## src/core/spdc_pkg.sv

```systemverilog
/*
 * Constants, timing figures and the duty mapping for the servo PWM drive block.
 * Assumes a 40 MHz sys_clk and an 8-bit potentiometer conversion result at the port.
 */
// What this block does
// [RULE1] ramp off: fixed duty from max select
// [RULE2] PWM period fixed at 19.2 kHz
// [RULE3] sixteen duty steps over four PWM periods
// [RULE4] ramp on: mapped duty at start, pre-stop
// [RULE5] timer interval 15.625 or 31.25 ms
// [RULE6] full duty after fourteen timer intervals
// [RULE7] pre-stop index is absolute position difference
// [RULE8] mapping: index plus two, capped by select; spdc_map gives 14 for index 13
// [RULE9] actual duty is data plus one sixteenths
// [RULE10] drive starts 416 to 1250 us after command
// [RULE11] start duty follows the startup timer value
// [RULE12] zero difference stops motor at once
// [RULE13] pre-stop when timer exceeds difference, nonzero
// [RULE14] motor stalled: timer steps each interval
// [RULE15] duty unchanged when entering pre-stop
// [RULE16] pre-stop stalled: hold duty until arrival
// [RULE17] position 00h until acquired after 7.5 ms
// [RULE18] then position tracks one LSB per 833 us
// [RULE19] timing tick trimmed, tolerate 15 percent error
// [RULE20] CW a high, CCW b high, stop both low
// [RULE21] off portion of PWM is high impedance
package spdc_pkg;
    localparam int CLK_HZ = 40_000_000;
    localparam int PWM_HZ = 19_200;
    // rounds down: 520 cycles a quarter, period 2080 cycles
    localparam int QTR_CYC = CLK_HZ / (PWM_HZ * 4);
    localparam int TICK_NS = 1000;
    localparam logic [7:0] TRIM_RST = 8'(CLK_HZ / 1_000_000 * TICK_NS / 1000);
    localparam int ACQ_US = 7500;
    localparam int TRACK_US = 833;
    localparam int INT_SHORT_US = 15625;
    localparam int INT_LONG_US = 31250;
    localparam int START_DLY_US = 416;
    localparam int ACQ_TICKS = ACQ_US * 1000 / TICK_NS;
    localparam int TRACK_TICKS = TRACK_US * 1000 / TICK_NS;
    localparam int INT_SHORT_TICKS = INT_SHORT_US * 1000 / TICK_NS;
    localparam int INT_LONG_TICKS = INT_LONG_US * 1000 / TICK_NS;
    localparam int START_DLY_TICKS = START_DLY_US * 1000 / TICK_NS;

    localparam int ADDR_W = 4;
    localparam logic [3:0] OFS_CTRL = 4'h0;
    localparam logic [3:0] OFS_CMD = 4'h4;
    localparam logic [3:0] OFS_TRIM = 4'h8;
    localparam logic [3:0] OFS_STAT = 4'hC;
    localparam logic [7:0] CTRL_RST = 8'h00;
    localparam logic [7:0] CMD_RST = 8'h00;
    localparam int CTRL_RAMP_BIT = 2;
    localparam int CTRL_STEP_BIT = 3;
    localparam int CTRL_MAX_LO = 4;
    localparam int CTRL_MAX_HI = 5;

    localparam logic [3:0] DUTY_FULL = 4'hF;
    localparam logic [3:0] TMR_MAX = 4'hF;
    localparam logic [3:0] MAP_BASE = 4'h2;
    localparam logic [3:0] MAP_KNEE = 4'hC;
    localparam logic [3:0] CAP_00 = 4'hF;
    localparam logic [3:0] CAP_01 = 4'hA;
    localparam logic [3:0] CAP_10 = 4'h6;
    localparam logic [3:0] CAP_11 = 4'h3;

    typedef enum logic [1:0] {PH_IDLE, PH_DELAY, PH_START, PH_PRESTOP} spdc_phase_t;

    function automatic logic [3:0] spdc_cap(input logic [1:0] sel);
        case (sel)
            2'h0: spdc_cap = CAP_00;
            2'h1: spdc_cap = CAP_01;
            2'h2: spdc_cap = CAP_10;
            default: spdc_cap = CAP_11;
        endcase
    endfunction

    function automatic logic [3:0] spdc_map(input logic [3:0] idx, input logic [1:0] sel);
        logic [3:0] raw;
        logic [3:0] cap;
        if (idx <= MAP_KNEE) begin
            raw = 4'(idx + MAP_BASE);
        end else if (idx == 4'(MAP_KNEE + 4'h1)) begin
            raw = 4'(MAP_KNEE + MAP_BASE);
        end else begin
            raw = DUTY_FULL;
        end
        cap = spdc_cap(sel);
        spdc_map = (raw > cap) ? cap : raw;
    endfunction
endpackage

```

## src/core/spdc_top.sv

```systemverilog
/*
 * Servo PWM drive: register port, position acquisition and tracking, start/pre-stop duty
 * control and the H-bridge PWM outputs with high-impedance off time.
 * Assumes pot_sense_input carries a settled conversion result synchronous to sys_clk.
 */
module spdc_top #(
    parameter int ACQ_T = spdc_pkg::ACQ_TICKS,
    parameter int TRACK_T = spdc_pkg::TRACK_TICKS,
    parameter int INT_SHORT_T = spdc_pkg::INT_SHORT_TICKS,
    parameter int INT_LONG_T = spdc_pkg::INT_LONG_TICKS,
    parameter int START_DLY_T = spdc_pkg::START_DLY_TICKS
) (
    input wire logic sys_clk,
    input wire logic resetn,
    input wire logic [spdc_pkg::ADDR_W-1:0] reg_addr,
    input wire logic [31:0] reg_wdata,
    input wire logic reg_wr,
    input wire logic reg_rd,
    output logic [31:0] reg_rdata,
    input wire logic [7:0] pot_sense_input,
    output logic motor_out_a,
    output logic motor_out_a_oe,
    output logic motor_out_b,
    output logic motor_out_b_oe
);
    import spdc_pkg::*;

    typedef struct packed {
        logic [7:0] ctrl;
        logic [7:0] cmd;
        logic [7:0] trim;
        logic [31:0] rdata;
        logic go;
        logic [7:0] tick_cnt;
        logic tick;
        logic [15:0] pos_cnt;
        logic acq_done;
        logic [7:0] cur;
        spdc_phase_t ph;
        logic [15:0] ph_cnt;
        logic [3:0] tmr;
        logic [3:0] duty;
        logic [3:0] last_idx;
        logic cw;
        logic [9:0] qcnt;
        logic [1:0] qtr;
        logic [1:0] per;
        logic [3:0] frame_duty;
        logic out_a;
        logic oe_a;
        logic out_b;
        logic oe_b;
    } spdc_state_t;

    spdc_state_t s_q;
    spdc_state_t s_d;

    logic ramp;
    logic [1:0] sel;
    logic [7:0] diff;
    logic [3:0] idx;
    logic frame_end;
    logic [4:0] ons;
    logic [2:0] q_on;
    logic drive;
    logic pwm_on;
    logic [15:0] int_len;

    assign ramp = s_q.ctrl[CTRL_RAMP_BIT];
    assign sel = {s_q.ctrl[CTRL_MAX_HI], s_q.ctrl[CTRL_MAX_LO]};
    assign diff = (s_q.cmd > s_q.cur) ? 8'(s_q.cmd - s_q.cur) : 8'(s_q.cur - s_q.cmd); // [RULE7]
    assign idx = (diff > 8'h0F) ? 4'hF : diff[3:0];
    assign frame_end = (s_q.qcnt == 10'(QTR_CYC - 1)) && (&s_q.qtr) && (&s_q.per);
    assign int_len = s_q.ctrl[CTRL_STEP_BIT] ? 16'(INT_LONG_T) : 16'(INT_SHORT_T); // [RULE5]

    always_comb begin
        s_d = s_q;
        ons = '0;
        q_on = '0;
        drive = 1'b0;
        pwm_on = 1'b0;

        s_d.rdata = '0;
        s_d.go = reg_wr && (reg_addr == OFS_CMD);
        if (reg_wr) begin
            case (reg_addr)
                OFS_CTRL: s_d.ctrl = reg_wdata[7:0];
                OFS_CMD: s_d.cmd = reg_wdata[7:0];
                OFS_TRIM: s_d.trim = (reg_wdata[7:0] == 8'h00) ? 8'h01 : reg_wdata[7:0];
                default: ;
            endcase
        end
        if (reg_rd) begin
            case (reg_addr)
                OFS_CTRL: s_d.rdata = {24'h0, s_q.ctrl};
                OFS_CMD: s_d.rdata = {24'h0, s_q.cmd};
                OFS_TRIM: s_d.rdata = {24'h0, s_q.trim};
                OFS_STAT: s_d.rdata = {12'h0, s_q.cw, s_q.acq_done, 2'(s_q.ph), s_q.tmr, s_q.duty, s_q.cur};
                default: s_d.rdata = '0;
            endcase
        end

        // software retunes the tick from the measured baud rate; until then nominal
        s_d.tick = 1'b0;
        if (s_q.tick_cnt >= 8'(s_q.trim - 8'h01)) begin // [RULE19]
            s_d.tick_cnt = '0;
            s_d.tick = 1'b1;
        end else begin
            s_d.tick_cnt = 8'(s_q.tick_cnt + 8'h01);
        end

        if (s_q.tick) begin
            if (!s_q.acq_done) begin
                if (s_q.pos_cnt >= 16'(ACQ_T - 1)) begin // [RULE17]
                    s_d.cur = pot_sense_input;
                    s_d.acq_done = 1'b1;
                    s_d.pos_cnt = '0;
                end else begin
                    s_d.pos_cnt = 16'(s_q.pos_cnt + 16'h0001);
                end
            end else if (s_q.pos_cnt >= 16'(TRACK_T - 1)) begin
                s_d.pos_cnt = '0;
                if (pot_sense_input > s_q.cur) begin
                    s_d.cur = 8'(s_q.cur + 8'h01); // [RULE18]
                end else if (pot_sense_input < s_q.cur) begin
                    s_d.cur = 8'(s_q.cur - 8'h01); // [RULE18]
                end
            end else begin
                s_d.pos_cnt = 16'(s_q.pos_cnt + 16'h0001);
            end
        end

        case (s_q.ph)
            PH_IDLE: ;
            PH_DELAY: begin
                // fixed wait plus alignment to a four-period frame keeps the pattern whole
                if (s_q.ph_cnt < 16'(START_DLY_T)) begin
                    if (s_q.tick) begin
                        s_d.ph_cnt = 16'(s_q.ph_cnt + 16'h0001); // [RULE10]
                    end
                end else if (frame_end) begin
                    s_d.ph = PH_START;
                    s_d.ph_cnt = '0;
                    s_d.tmr = '0;
                    s_d.duty = ramp ? spdc_map(4'h0, sel) : spdc_cap(sel); // [RULE11]
                end
            end
            PH_START: begin
                if (!ramp) begin
                    s_d.duty = spdc_cap(sel); // [RULE1]
                end else if ((s_q.tmr > idx) && (diff != 8'h00)) begin
                    s_d.ph = PH_PRESTOP; // [RULE13]
                    s_d.last_idx = idx; // [RULE15]
                end else begin
                    if (s_q.tick) begin
                        if (s_q.ph_cnt >= 16'(int_len - 16'h0001)) begin
                            s_d.ph_cnt = '0;
                            if (s_q.tmr != TMR_MAX) begin
                                s_d.tmr = 4'(s_q.tmr + 4'h1); // [RULE14]
                            end
                        end else begin
                            s_d.ph_cnt = 16'(s_q.ph_cnt + 16'h0001);
                        end
                    end
                    // a timer step that crosses the difference hands over at the old duty
                    if ((s_d.tmr > idx) && (diff != 8'h00)) begin
                        s_d.ph = PH_PRESTOP; // [RULE13]
                        s_d.last_idx = idx; // [RULE15]
                    end else begin
                        s_d.duty = spdc_map(s_d.tmr, sel); // [RULE4] [RULE6] [RULE8]
                    end
                end
            end
            PH_PRESTOP: begin
                if (!ramp) begin
                    s_d.duty = spdc_cap(sel); // [RULE1]
                end else if (idx != s_q.last_idx) begin
                    // a stalled motor leaves idx alone, so the duty holds
                    s_d.duty = spdc_map(idx, sel); // [RULE4] [RULE16]
                    s_d.last_idx = idx;
                end
            end
            default: s_d.ph = PH_IDLE;
        endcase

        if (s_q.go) begin
            s_d.ph = (diff != 8'h00) ? PH_DELAY : PH_IDLE;
            s_d.ph_cnt = '0;
            s_d.cw = s_q.cmd > s_q.cur;
        end else if ((s_q.ph != PH_IDLE) && (diff == 8'h00)) begin
            s_d.ph = PH_IDLE; // [RULE12]
        end

        if (s_q.qcnt == 10'(QTR_CYC - 1)) begin // [RULE2]
            s_d.qcnt = '0;
            s_d.qtr = 2'(s_q.qtr + 2'h1);
            if (&s_q.qtr) begin
                s_d.per = 2'(s_q.per + 2'h1);
            end
        end else begin
            s_d.qcnt = 10'(s_q.qcnt + 10'h001);
        end
        if (frame_end) begin
            s_d.frame_duty = s_d.duty;
        end
        // data d gives d+1 quarters per frame, spread evenly over the four periods
        ons = 5'(s_d.frame_duty + 5'h01); // [RULE9]
        q_on = 3'(ons[4:2] + 3'((s_d.per < ons[1:0]) ? 1 : 0)); // [RULE3]
        pwm_on = {1'b0, s_d.qtr} < q_on;
        drive = (s_d.ph == PH_START) || (s_d.ph == PH_PRESTOP);

        if (!drive) begin
            s_d.out_a = 1'b0; // [RULE20]
            s_d.out_b = 1'b0;
            s_d.oe_a = 1'b1;
            s_d.oe_b = 1'b1;
        end else if (pwm_on) begin
            s_d.out_a = s_d.cw; // [RULE20]
            s_d.out_b = !s_d.cw;
            s_d.oe_a = 1'b1;
            s_d.oe_b = 1'b1;
        end else begin
            s_d.out_a = 1'b0;
            s_d.out_b = 1'b0;
            s_d.oe_a = 1'b0; // [RULE21]
            s_d.oe_b = 1'b0;
        end
    end

    always_ff @(posedge sys_clk or negedge resetn) begin
        if (!resetn) begin
            s_q <= '{ctrl: CTRL_RST, cmd: CMD_RST, trim: TRIM_RST, rdata: 32'h0, go: 1'b0,
                     tick_cnt: 8'h00, tick: 1'b0, pos_cnt: 16'h0000, acq_done: 1'b0, cur: 8'h00,
                     ph: PH_IDLE, ph_cnt: 16'h0000, tmr: 4'h0, duty: 4'h0, last_idx: 4'h0, cw: 1'b0,
                     qcnt: 10'h000, qtr: 2'h0, per: 2'h0, frame_duty: 4'h0,
                     out_a: 1'b0, oe_a: 1'b1, out_b: 1'b0, oe_b: 1'b1};
        end else begin
            s_q <= s_d;
        end
    end

    assign reg_rdata = s_q.rdata;
    assign motor_out_a = s_q.out_a;
    assign motor_out_a_oe = s_q.oe_a;
    assign motor_out_b = s_q.out_b;
    assign motor_out_b_oe = s_q.oe_b;
endmodule // spdc_top

```

## config.mk

```make
export PLATFORM = sky130hd
export DESIGN_NAME = spdc_top
export DESIGN_NICKNAME = d
export VERILOG_FILES = /design/src/core/spdc_pkg.sv /design/src/core/spdc_top.sv
export SDC_FILE = /design/constraint.sdc
export NUM_CORES = 1
export LEC_CHECK = 0
export BUFFER_PORTS_ARGS = -buffer_cell sky130_fd_sc_hd__buf_2
export CAP_MARGIN = 25
export CORE_AREA = 2 2 158 160
export DETAILED_ROUTE_END_ITERATION = 7
export DIE_AREA = 0 0 160 162
export PLACE_DENSITY_LB_ADDON = 0.1
export SYNTH_ARGS = -nofsm -noshare
export SYNTH_HDL_FRONTEND = slang
export SYNTH_SLANG_ARGS = --single-unit
```

## constraint.sdc

```tcl
create_clock -name sys_clk -period 6.6 [get_ports sys_clk]
set_input_delay 0.66 -clock sys_clk [delete_from_list [all_inputs] [get_ports sys_clk]]
set_output_delay 0.66 -clock sys_clk [all_outputs]
set_load 0.02 [all_outputs]
```

Yosys cells after proc, flatten, opt, wreduce, memory -nomap -nowiden
Cells that the tools add are included.
- output and inout bits: 36
- input port bits: 48
- flip-flop bits (word level): 144
- word-level logic and storage cells: 200
- equality and inequality tests: 29
- reduce and logical (&&, ||, !) cells: 27
- mux-type cells: 85
- $lt $le $gt $ge: 18
- add/subtract/negate cells: 17
- operator list (cell ; number):
    $mux 4 ; 40
    $mux 16 ; 7
    $mux 20 ; 5
    $pmux 20 s4 ; 1
    $mux 8 ; 9
    $pmux 22 s2 ; 1
    $add 16x1->16 const B ; 2
    $mux 26 ; 1
    $mux 24 ; 1
    $pmux 4 s3 ; 2
    $mux 22 ; 1
    $gt 4x4->1 ; 5
    $add 8x1->8 const B ; 2
    $eq 4x4->1 const B ; 4
    $ge 16x10->1 const B ; 1
    $ge 16x13->1 const B ; 1
    $ge 16x16->1 ; 1
    $gt 8x8->1 ; 2
    $logic_not 8->1 ; 2
    $lt 16x9->1 const B ; 1
    $sub 15x1->16 const B ; 1
    $sub 8x1->8 const B ; 2
    $sub 8x8->8 ; 2
    $mux 15 ; 1
    other kinds (39) ; 81

Longest topological paths before layout
Gate-level depths: netlist of the first run.
- depth after elaboration: 30
- depth in mapped cells: 34
- depth with buffers taken out: 33

Least setup slack after synthesis of the first run
OpenSTA, ideal clock, no wires.
- path type: register to register
- from: register s_q[53] (netlist bit)
- to: register s_q (netlist bit motor_out_b)
- data required time: 6.522 ns
- setup time: 0.078 ns
- slack: 0.470 ns
- path buffers: 0
- stages on the path, launching flop included: 34
- arrival: 6.052 ns
- clock period less this slack: 6.130 ns
- cells stage by stage: dfrtp_1 -> inv_1 -> ha_1 -> inv_1 -> fa_1 -> a21o_1 -> a21oi_1 -> xor2_1 -> o2111ai_1 -> or3_1 -> a21boi_0 -> nand3_1 -> a21boi_0 -> ha_1 -> nand2_1 -> nor2_1 -> a221oi_2 -> or3_1 -> a31oi_1 -> o2bb2ai_1 -> a21oi_1 -> mux2_2 -> ha_1 -> inv_1 -> ha_1 -> o21a_1 -> nor2_1 -> ha_1 -> ha_1 -> inv_1 -> ha_1 -> o21ai_0 -> nand2b_1 -> a21oi_1
- RTL lines (what ; line ; source):
    start, declared ; spdc_top.sv:55 ; spdc_state_t s_q;
    start signal, assigned ; spdc_top.sv:232 ; s_q <= '{ctrl: CTRL_RST, cmd: CMD_RST, trim: TRIM_RST, rdata: 32'h0, go: 1'b0,

==> impl_results.md, run 1 <==
- Max Slew Vio Count: 0
- NetSw: 0.001079 W
- GRT Max-Usage Layer: met2
- Final Cycle Share: 93.62%
- Die height: 162 um
- HPWL after detailed placement: 16890 um
- Power share of the combinational group: 32.7%
- Clock insertion delay at the later pin of the skew report: 0.43 ns
- Clk buf depth: 2
- Clock Sinks: 131
- Number of buffers added on ports: 47
- Mapped cell area: 9274 sq um
- Die area: 25920 sq um
- CTS tree: yes
- Post-layout util: 44.44%
- Reg area: 3284 sq um
- Post-route minimum period: 6.179 ns
- Syn. warnings: 0
- Critical path's most frequent cell: ha_1
- GR Util met3: 3.345%
- Synth Instances: 1005
- Via/cell ratio: 5.195
- CP max stage cell: or3_4
- Status: finished, final reports clean
- Pleak: 4.999 nW
- Ratio of cells with drive above 1 in the final layout: 20.20%
- Switching share of power: 36.35%
- Fillers: 2376
- Critical path class: flip-flop to flip-flop
- CP max FO: 5
- Clock power share: 33.2%
- Initial core utilization: 38.47%
- Worst-margin pin slew: 0.7824 ns
- Critical path required time: 6.97 ns
- Synth area leader: dfrtp_1
- Final setup viols: 0
- GR Layer Usage met2: 29.61%
- Number of synthesized flops with an enable pin: 0
- Hold crit path type: input port to asynchronous set/reset pin
- Synth top area cells: dfrtp_1 (35%), ha_1 (11%), nand2_1 (3.8%)
- Fin nets: 1195
- Io pins: 84
- CP Launch Type: flip-flop
- Netlist cell types: 85
- Multi-input logic area: 5629 sq um
- Initial DRC count: 400
- H-tree depth: 4
- PD cells: 277.2 nW/um^2
- Largest net degree at the start of global routing: 72
- Synth top area share: 34.54%
- Drt wl/cell: 16.16 um
- Core area: 24110 sq um
- Clock Skew: 0.01187 ns
- Chip width: 160 um
- Vias in the first global route: 7073
- Final WL: 22670 um
- Final hold slack: 0.2110 ns
- Layout Area Growth over Synthesis: 15.50%
- Clk root buf: clkbuf_16
- Pre-CTS WS: 0.06646 ns
- DRT Pass-1 Iters: 4
- Fmax: 161.8 MHz
- Slew headroom: 47.84%
- Hold Vio Cnt, Final: 0
- Async SR Flop Fraction: 100.0%
- Ys flop type: dfrtp_1
- Avg Synthesized Cell Area: 9.228 sq um
- Routed Antenna Nets: 0
- # diodes: 0
- Met1 global-route usage: 25.09%
- CP max stage delay: 0.42 ns
- Via count: 7288
- Global-route usage over all layers: 18.19%
- Sequential-to-total area share from yosys stat: 35.39%
- Setup ws final: 0.4210 ns
- CP endpoint kind: flip-flop
- GP Congestion: 0.8122
- CP arrival: 6.55 ns
- Synth Register Bits: 131
- DRC Markers: 0
- Initial antenna violation count: 0
- Flop pwr share: 34.1%
- Clock slew at reported path FFs: 0.07 ns
- Int Pwr: 0.001890 W
- Gr ovfl total: 0
- First-pass GRT wire length: 37600 um
- # Max-Cap Violations: 0
- TritonCTS Buffers: 17
- Worst VDD drop: 154.3 uV
- Rows: 57
-- logic make-up after synthesis --
logic type | count (synthesis) | share of synthesized area, %
xor+xnor | 51 | 4.978
simple gates | 351 | 19.04
fa+ha+maj | 82 | 11.28
other cells | 1 | 0.04044
compound gates | 227 | 16.69
mux | 43 | 6.098
buf+inv | 119 | 6.489
flops | 131 | 35.39
-- cells in the final DEF (no fill, tap or decap), types with 23 or more instances in the layout --
| cell type | count |
|---|---|
| a21oi_1 | 38 |
| buf_2 | 46 |
| buf_4 | 43 |
| nand3_1 | 40 |
| ha_1 | 71 |
| nor2_1 | 75 |
| dfrtp_1 | 126 |
| mux2_2 | 23 |
| and3_1 | 28 |
| xor2_1 | 26 |
| inv_1 | 58 |
| o21ai_0 | 62 |
| nand2_1 | 91 |
-- final cells by class --
cell class / instances / area share, %
inverters: 59 / 2.068
clock inverters: 15 / 1.589
clock buffers: 17 / 3.972
flip-flops and latches: 131 / 30.66
multi-input cells: 766 / 52.55
well taps: 324 / 3.785
repair buffers: 91 / 5.373
-- through the flow --
| stage | total power (W) | cell area (sq um) | cells | setup TNS, ns |
|---|---|---|---|---|
| finish | 0.002969 | 10710 | 1403 | 0 |
| global route | 0.003165 | 10710 | 1403 | -0.03527 |
| CTS | 0.002939 | 10430 | 1392 | 0 |
| detailed placement | 0.001934 | 9829 | 1360 | 0 |
| global placement | 0.001933 | 9829 | 1360 | 0 |
| floorplan | 0.001671 | 9315 | 1016 | 0 |
-- power groups by stage --
| stage | clock network, W | registers, W | logic, W |
|---|---|---|---|
| floorplan | 0 | 0.000977 | 0.000694 |
| global placement | 0 | 0.00103 | 0.000906 |
| detailed placement | 0 | 0.00103 | 0.000909 |
| CTS | 0.00101 | 0.00101 | 0.000914 |
| global route | 0.00104 | 0.00103 | 0.00109 |
| finish | 0.000986 | 0.00101 | 0.000972 |
-- path summary, 6_finish.rpt --
kind | start | to | slack, ns | cells after the start
max in group asynchronous | resetn | s_q[139] | 5.08 | 2
setup reg to reg | s_q[128] | motor_out_b | 0.42 | 33
setup / recovery | s_q[128] | motor_out_b | 0.42 | 33
min in group sys_clk | s_q[20] | s_q[20] | 0.49 | 1
hold reg to reg | s_q[20] | s_q[20] | 0.49 | 1
hold / removal | resetn | s_q[79] | 0.21 | 1
-- flip-flops by register name, indices dropped and copies added (netlist names) --
| signal | cells |
|---|---|
| motor_out_a | 1 |
| motor_out_a_oe | 1 |
| motor_out_b | 1 |
| ramp | 1 |
| reg_rdata | 20 |
| s_q | 107 |
-- cells in the mapped netlist, types with 10 or more instances --
master and number:
a21o_1 17, a21oi_1 42, and2_1 12, and3_1 28, buf_4 36, clkbuf_1 15
dfrtp_1 128, ha_1 78, inv_1 58, mux2_2 24, mux2i_1 10, nand2_1 93
nand2b_1 17, nand3_1 41, nand4_1 10, nor2_1 77, nor2b_1 12, nor3_1 20
o211ai_1 14, o21ai_0 63, o31ai_1 19, xnor2_1 23, xor2_1 26
-- metal layers --
layer	up-vias	wire length, um
met5	-	0
met4	0	316
met3	19	634
met2	92	10610
met1	3492	11100
li1	3685	-
-- timing repair --
action	in CTS	in global routing
resized for setup	0	44
endpoints found under the hold margin	0	0
buffers inserted	0	11
hold buffers	0	0
endpoints found under the setup margin	0	3
-- critical path: cells and delay by family (launching register included) --
kind	cells	cell delay, ns
flip-flops	1	0.40
AND/OR/NAND/NOR	7	1.02
multiplexers	2	0.37
AO/OA/AOI/OAI	10	1.76
adder cells (fa/ha/maj)	8	2.06
buffers and inverters	6	0.52
No activity file was read; power rests on OpenSTA's default activity.
==> run 2, diff against run 1 <==
--- a/config.mk
+++ b/config.mk
@@ -11,6 +11,7 @@
 export DETAILED_ROUTE_END_ITERATION = 7
 export DIE_AREA = 0 0 160 162
 export PLACE_DENSITY_LB_ADDON = 0.1
+export RECOVER_POWER = 100
 export SYNTH_ARGS = -nofsm -noshare
 export SYNTH_HDL_FRONTEND = slang
 export SYNTH_SLANG_ARGS = --single-unit
==> impl_results.md, run 2 (synthesized netlist as in run 1, its figures left out) <==
- Failing checks: max-capacitance violations, max-slew violations
- Leading cell type in the layout, fill and taps excluded: dfrtp_1
- Clock power share: 33.2%
- Pleak: 4.877 nW
- Hold-fix buffers, CTS: 0
- Critical path required time: 6.97 ns
- Clock insertion delay at the later pin of the skew report: 0.43 ns
- CP max FO: 5
- GP Congestion: 0.8122
- Slew headroom: -164.7%
- # diodes: 0
- Switching share of power: 36.41%
- Placed cell area: 9829 sq um
- Clock Skew: 0.01282 ns
- Routed Antenna Nets: 0
- Rows: 57
- Clock Sinks: 131
- WHS Path Cells: 1
- Worst VDD drop: 155.1 uV
- Final Cycle Share: 93.73%
- Largest net degree at the start of global routing: 72
- Critical path class: flip-flop to flip-flop
- Fin nets: 1195
- First-pass GRT wire length: 37600 um
- Initial DRC count: 397
- Via count: 7297
- Hold Vio Cnt, Final: 0
- NetSw: 0.001081 W
- Total power: 0.002970 W
- Final WL: 22740 um
- Layout Area Growth over Synthesis: 14.94%
- Power share of the combinational group: 32.7%
- Final hold slack: 0.4867 ns
- Setup slack, reg-to-reg: 0.41 ns
- Ratio of cells with drive above 1 in the final layout: 17.33%
- Worst reg2reg path endpoint: motor_out_b
- Sum of negative setup slack: 0 ns
- Reg with most FFs: s_q
- Io pins: 84
- CP max stage cell: or3_4
- Core area: 24110 sq um
- Status: finished, violations left
- Gr ovfl total: 0
- Final setup viols: 0
- Global-route usage over all layers: 18.19%
- # Max-Cap Violations: 2
- Flop pwr share: 34.1%
- DRT Pass-1 Iters: 4
- Chip width: 160 um
- Post-route minimum period: 6.186 ns
- DRC Markers: 0
- Die height: 162 um
- Worst-margin pin slew: 3.971 ns
- Die area: 25920 sq um
- Worst R2R Path Depth: 33
- Critical path's most frequent cell: ha_1
- Sink of the worst hold path: s_q[20]
- Finished Cell Area: 10660 sq um
- Hold crit path type: flip-flop to flip-flop
- HPWL after detailed placement: 16890 um
- Max Slew Vio Count: 134
- Drt wl/cell: 16.21 um
- Clock slew at reported path FFs: 0.07 ns
- H-tree depth: 4
- Initial antenna violation count: 0
- CP max stage delay: 0.42 ns
- Clk buf depth: 2
- Clk root buf: clkbuf_16
- Max reg flops: 107
- PD cells: 278.6 nW/um^2
- CP Launch Type: flip-flop
- Vias in the first global route: 7073
- Min-delay src: s_q[20]
- CP arrival: 6.56 ns
- Number of buffers added on ports: 47
- Fmax: 161.7 MHz
- R2r startpoint: s_q[128]
- TritonCTS Buffers: 17
- Initial core utilization: 38.47%
- Via/cell ratio: 5.201
- CTS tree: yes
- Int Pwr: 0.001888 W
- CP endpoint kind: flip-flop
- Most frequent cells in the layout: dfrtp_1 (126), nand2_1 (91), nor2_1 (75)
-- run 2: changes by cell type in the layout (fill, tap and decap cells not counted), moves of 2 or more --
cell,delta
mux2_2,-2
and2_1,-5
clkbuf_1,+29
mux2_1,+2
and2_0,+5
buf_2,-25
buf_4,-4
-- run 2: area by class of cell --
cell class                 count  area [sq um]
tap                          324         405.4
clock buffer                  17         425.4
multi-input combinational    766          5629
sequential                   131          3284
clock inverter                15         170.2
fill                        2391         13450
timing repair buffer          91         523.0
inverter                      59         221.5
-- run 2: worst max-delay path, delay by kind of cell, from the launching register on --
family          cells  cell delay, ns
buf+inv             6            0.52
simple gates        7            1.02
fa+ha+maj           8            2.06
flops               1            0.40
mux                 2            0.37
compound gates     10            1.75
-- run 2: worst max path at each step --
stage | slack, ns | to | from
after floorplan | 0.47 | motor_out_b | s_q[53]
after global placement | 0.11 | motor_out_a | s_q[128]
after detailed placement | 0.07 | motor_out_a | s_q[128]
after CTS | 0.03 | motor_out_a | s_q[53]
after global routing | -0.03 | motor_out_b | s_q[53]
final | 0.41 | motor_out_b | s_q[128]
-- run 2: per-stage QoR --
stage / utilization [%] / std cells / worst slack [ns]
2_1_floorplan: - / 1016 / 0.4705
3_3_place_gp: 40.78 / 1360 / 0.1120
3_5_place_dp: 40.78 / 1360 / 0.06646
4_1_cts: 43.25 / 1392 / 0.03334
5_1_grt: 44.22 / 1403 / -0.03267
6_report: 44.22 / 1403 / 0.4141
-- run 2: timing repair --
item | 4_1_cts | 5_1_grt
endpoints found under the setup margin | 0 | 3
buffers inserted | 0 | 11
resized for setup | 0 | 44
-- run 2: power by group through the flow --
stage	registers (W)	clock network [W]	logic, W
6_report	0.00101	0.000987	0.000971
5_1_grt	0.00103	0.00104	0.00109
4_1_cts	0.00101	0.00101	0.000914
3_5_place_dp	0.00103	0	0.000909
3_3_place_gp	0.00103	0	0.000906
2_1_floorplan	0.000977	0	0.000694
-- run 2: routing by layer --
metal	vias to the layer above	share of wire [%]	GRT usage, %
met3	18	2.8	3.345
met5	-	0	0
met1	3513	49	25.09
met4	0	1.3	4.750
met2	82	47	29.61
li1	3684	-	-
==> run 3, diff against run 2 <==
==> constraint.sdc (replaced) <==
create_clock -name sys_clk -period 5.9 [get_ports sys_clk]
set_input_delay 0.59 -clock sys_clk [delete_from_list [all_inputs] [get_ports sys_clk]]
set_output_delay 0.59 -clock sys_clk [all_outputs]
set_load 0.02 [all_outputs]
==> impl_results.md, run 3 (synthesized netlist as in run 1, its figures left out) <==
- TritonCTS Buffers: 17
- Final setup viols: 3
- GR Util met3: 2.886%
- Clock Sinks: 131
- Reg with most FFs: s_q
- Clock Skew: 0.01499 ns
- RSZ-0062 raised after global routing: true
- CTS tree: yes
- Final WL: 23890 um
- CP max stage cell: dfrtp_1
- Leading cell type in the layout, fill and taps excluded: dfrtp_1
- # Max-Cap Violations: 1
- Ratio of cells with drive above 1 in the final layout: 24.53%
- Initial core utilization: 38.47%
- CP endpoint kind: flip-flop
- Io pins: 84
- Final Cycle Share: 102.0%
- Status: finished, violations left
- Post-route minimum period: 6.015 ns
- GR Layer Usage met2: 32.51%
- Slew headroom: -180.2%
- H-tree depth: 4
- Rows: 57
- Global-route usage over all layers: 19.25%
- Core area: 24110 sq um
- First-pass GRT wire length: 39940 um
- CP max stage delay: 0.41 ns
- Critical path required time: 6.21 ns
- Failing checks: max-capacitance violations, max-slew violations, negative setup slack
- Largest net degree at the start of global routing: 76
- Vias in the first global route: 7632
- CP Launch Type: flip-flop
- Total power: 0.003541 W
- Fmax: 166.2 MHz
- Worst-margin pin slew: 4.203 ns
- HPWL after detailed placement: 17870 um
- Critical path's most frequent cell: ha_4
- Hold-fix buffers, CTS: 0
- DRC Markers: 0
- Drt wl/cell: 16.07 um
- Critical path class: flip-flop to flip-flop
- Hold crit path type: input port to flip-flop
- Clock slew at reported path FFs: 0.07 ns
- Routed Antenna Nets: 0
- Die height: 162 um
- Clk buf depth: 2
- GRT Max-Usage Layer: met2
- Initial antenna violation count: 0
- Hold Vio Cnt, Final: 0
- Max reg flops: 107
- Pleak: 5.275 nW
- CP arrival: 6.32 ns
- DRT Pass-1 Iters: 4
- Initial DRC count: 374
- GP Congestion: 0.8211
- Max Slew Vio Count: 76
- Fin nets: 1278
- Met1 global-route usage: 26.07%
- Setup ws final: -0.1155 ns
- Post-layout util: 47.48%
- Clk root buf: clkbuf_16
- Most frequent cells in the layout: dfrtp_1 (126), buf_4 (117), nand2_1 (91)
- CP max FO: 6
- Clock insertion delay at the later pin of the skew report: 0.43 ns
- Chip width: 160 um
- Gr ovfl total: 0
- Worst VDD drop: 159.2 uV
- Number of buffers added on ports: 47
- Via count: 7629
- Layout Area Growth over Synthesis: 23.42%
- PD cells: 309.3 nW/um^2
- Die area: 25920 sq um
- Via/cell ratio: 5.130
[run 3: critical path: cells and delay by family (launching register included)]
kind                       cells  cell delay, ns
AOI/OAI and AO/OA             11            1.76
adders and majority gates      8            1.95
buffers and inverters          5            0.33
DFF                            1            0.41
muxes                          2            0.62
and+or+nand+nor                8            0.83
[run 3: repair_timing]
| item | in CTS | in global routing |
|---|---|---|
| endpoints found under the setup margin | 3 | 3 |
| buffers inserted | 9 | 3 |
| pin swaps | 28 | 24 |
| gates resized for setup | 33 | 15 |
[run 3: worst paths after layout]
kind / from / endpoint / slack [ns] / cells after the start
max in group asynchronous: resetn / reg_rdata[18] / 1.18 / 2
min in group asynchronous: resetn / s_q[79] / 1.61 / 1
setup reg to reg: s_q[128] / motor_out_a / -0.12 / 34
setup / recovery: s_q[128] / motor_out_a / -0.12 / 34
hold reg to reg: s_q[12] / s_q[12] / 0.48 / 1
hold / removal: reg_wdata[7] / s_q[135] / 0.42 / 3
[run 3: per-layer routing]
layer	vias to the layer above	part of all wire (%)
met4	0	0.89
met1	3681	49
li1	3845	-
met5	-	0
met3	17	2.5
met2	86	48
[run 3: power breakdown]
part	internal [W]	switching, W
clock network	0.000672	0.000452
registers	0.00100	0.000131
logic	0.000615	0.000672
[run 3: cell type report]
class / instances / area, sq um
timing repair buffer: 174 / 1157
multi-input combinational: 766 / 5768
inverter: 59 / 221.5
antenna: 1 / 2.502
tap: 324 / 405.4
clock buffer: 19 / 432.9
sequential: 131 / 3284
clock inverter: 13 / 173.9
fill: 2395 / 12660
[run 3: stage by stage]
step | hold WS [ns] | setup WS [ns] | cells | TNS, ns | cell area, sq um
final | 0.4217 | -0.1155 | 1487 | -0.3074 | 11450
after global routing | 0.4356 | -0.3973 | 1486 | -1.124 | 11440
after CTS | 0.2029 | -0.05162 | 1483 | -0.1143 | 11400
after floorplan | 0.2944 | -0.006235 | 1016 | -0.006235 | 9413
after detailed placement | 0.4792 | -0.2984 | 1442 | -0.7839 | 10550
after global placement | 0.4719 | -0.1997 | 1441 | -0.5005 | 10540
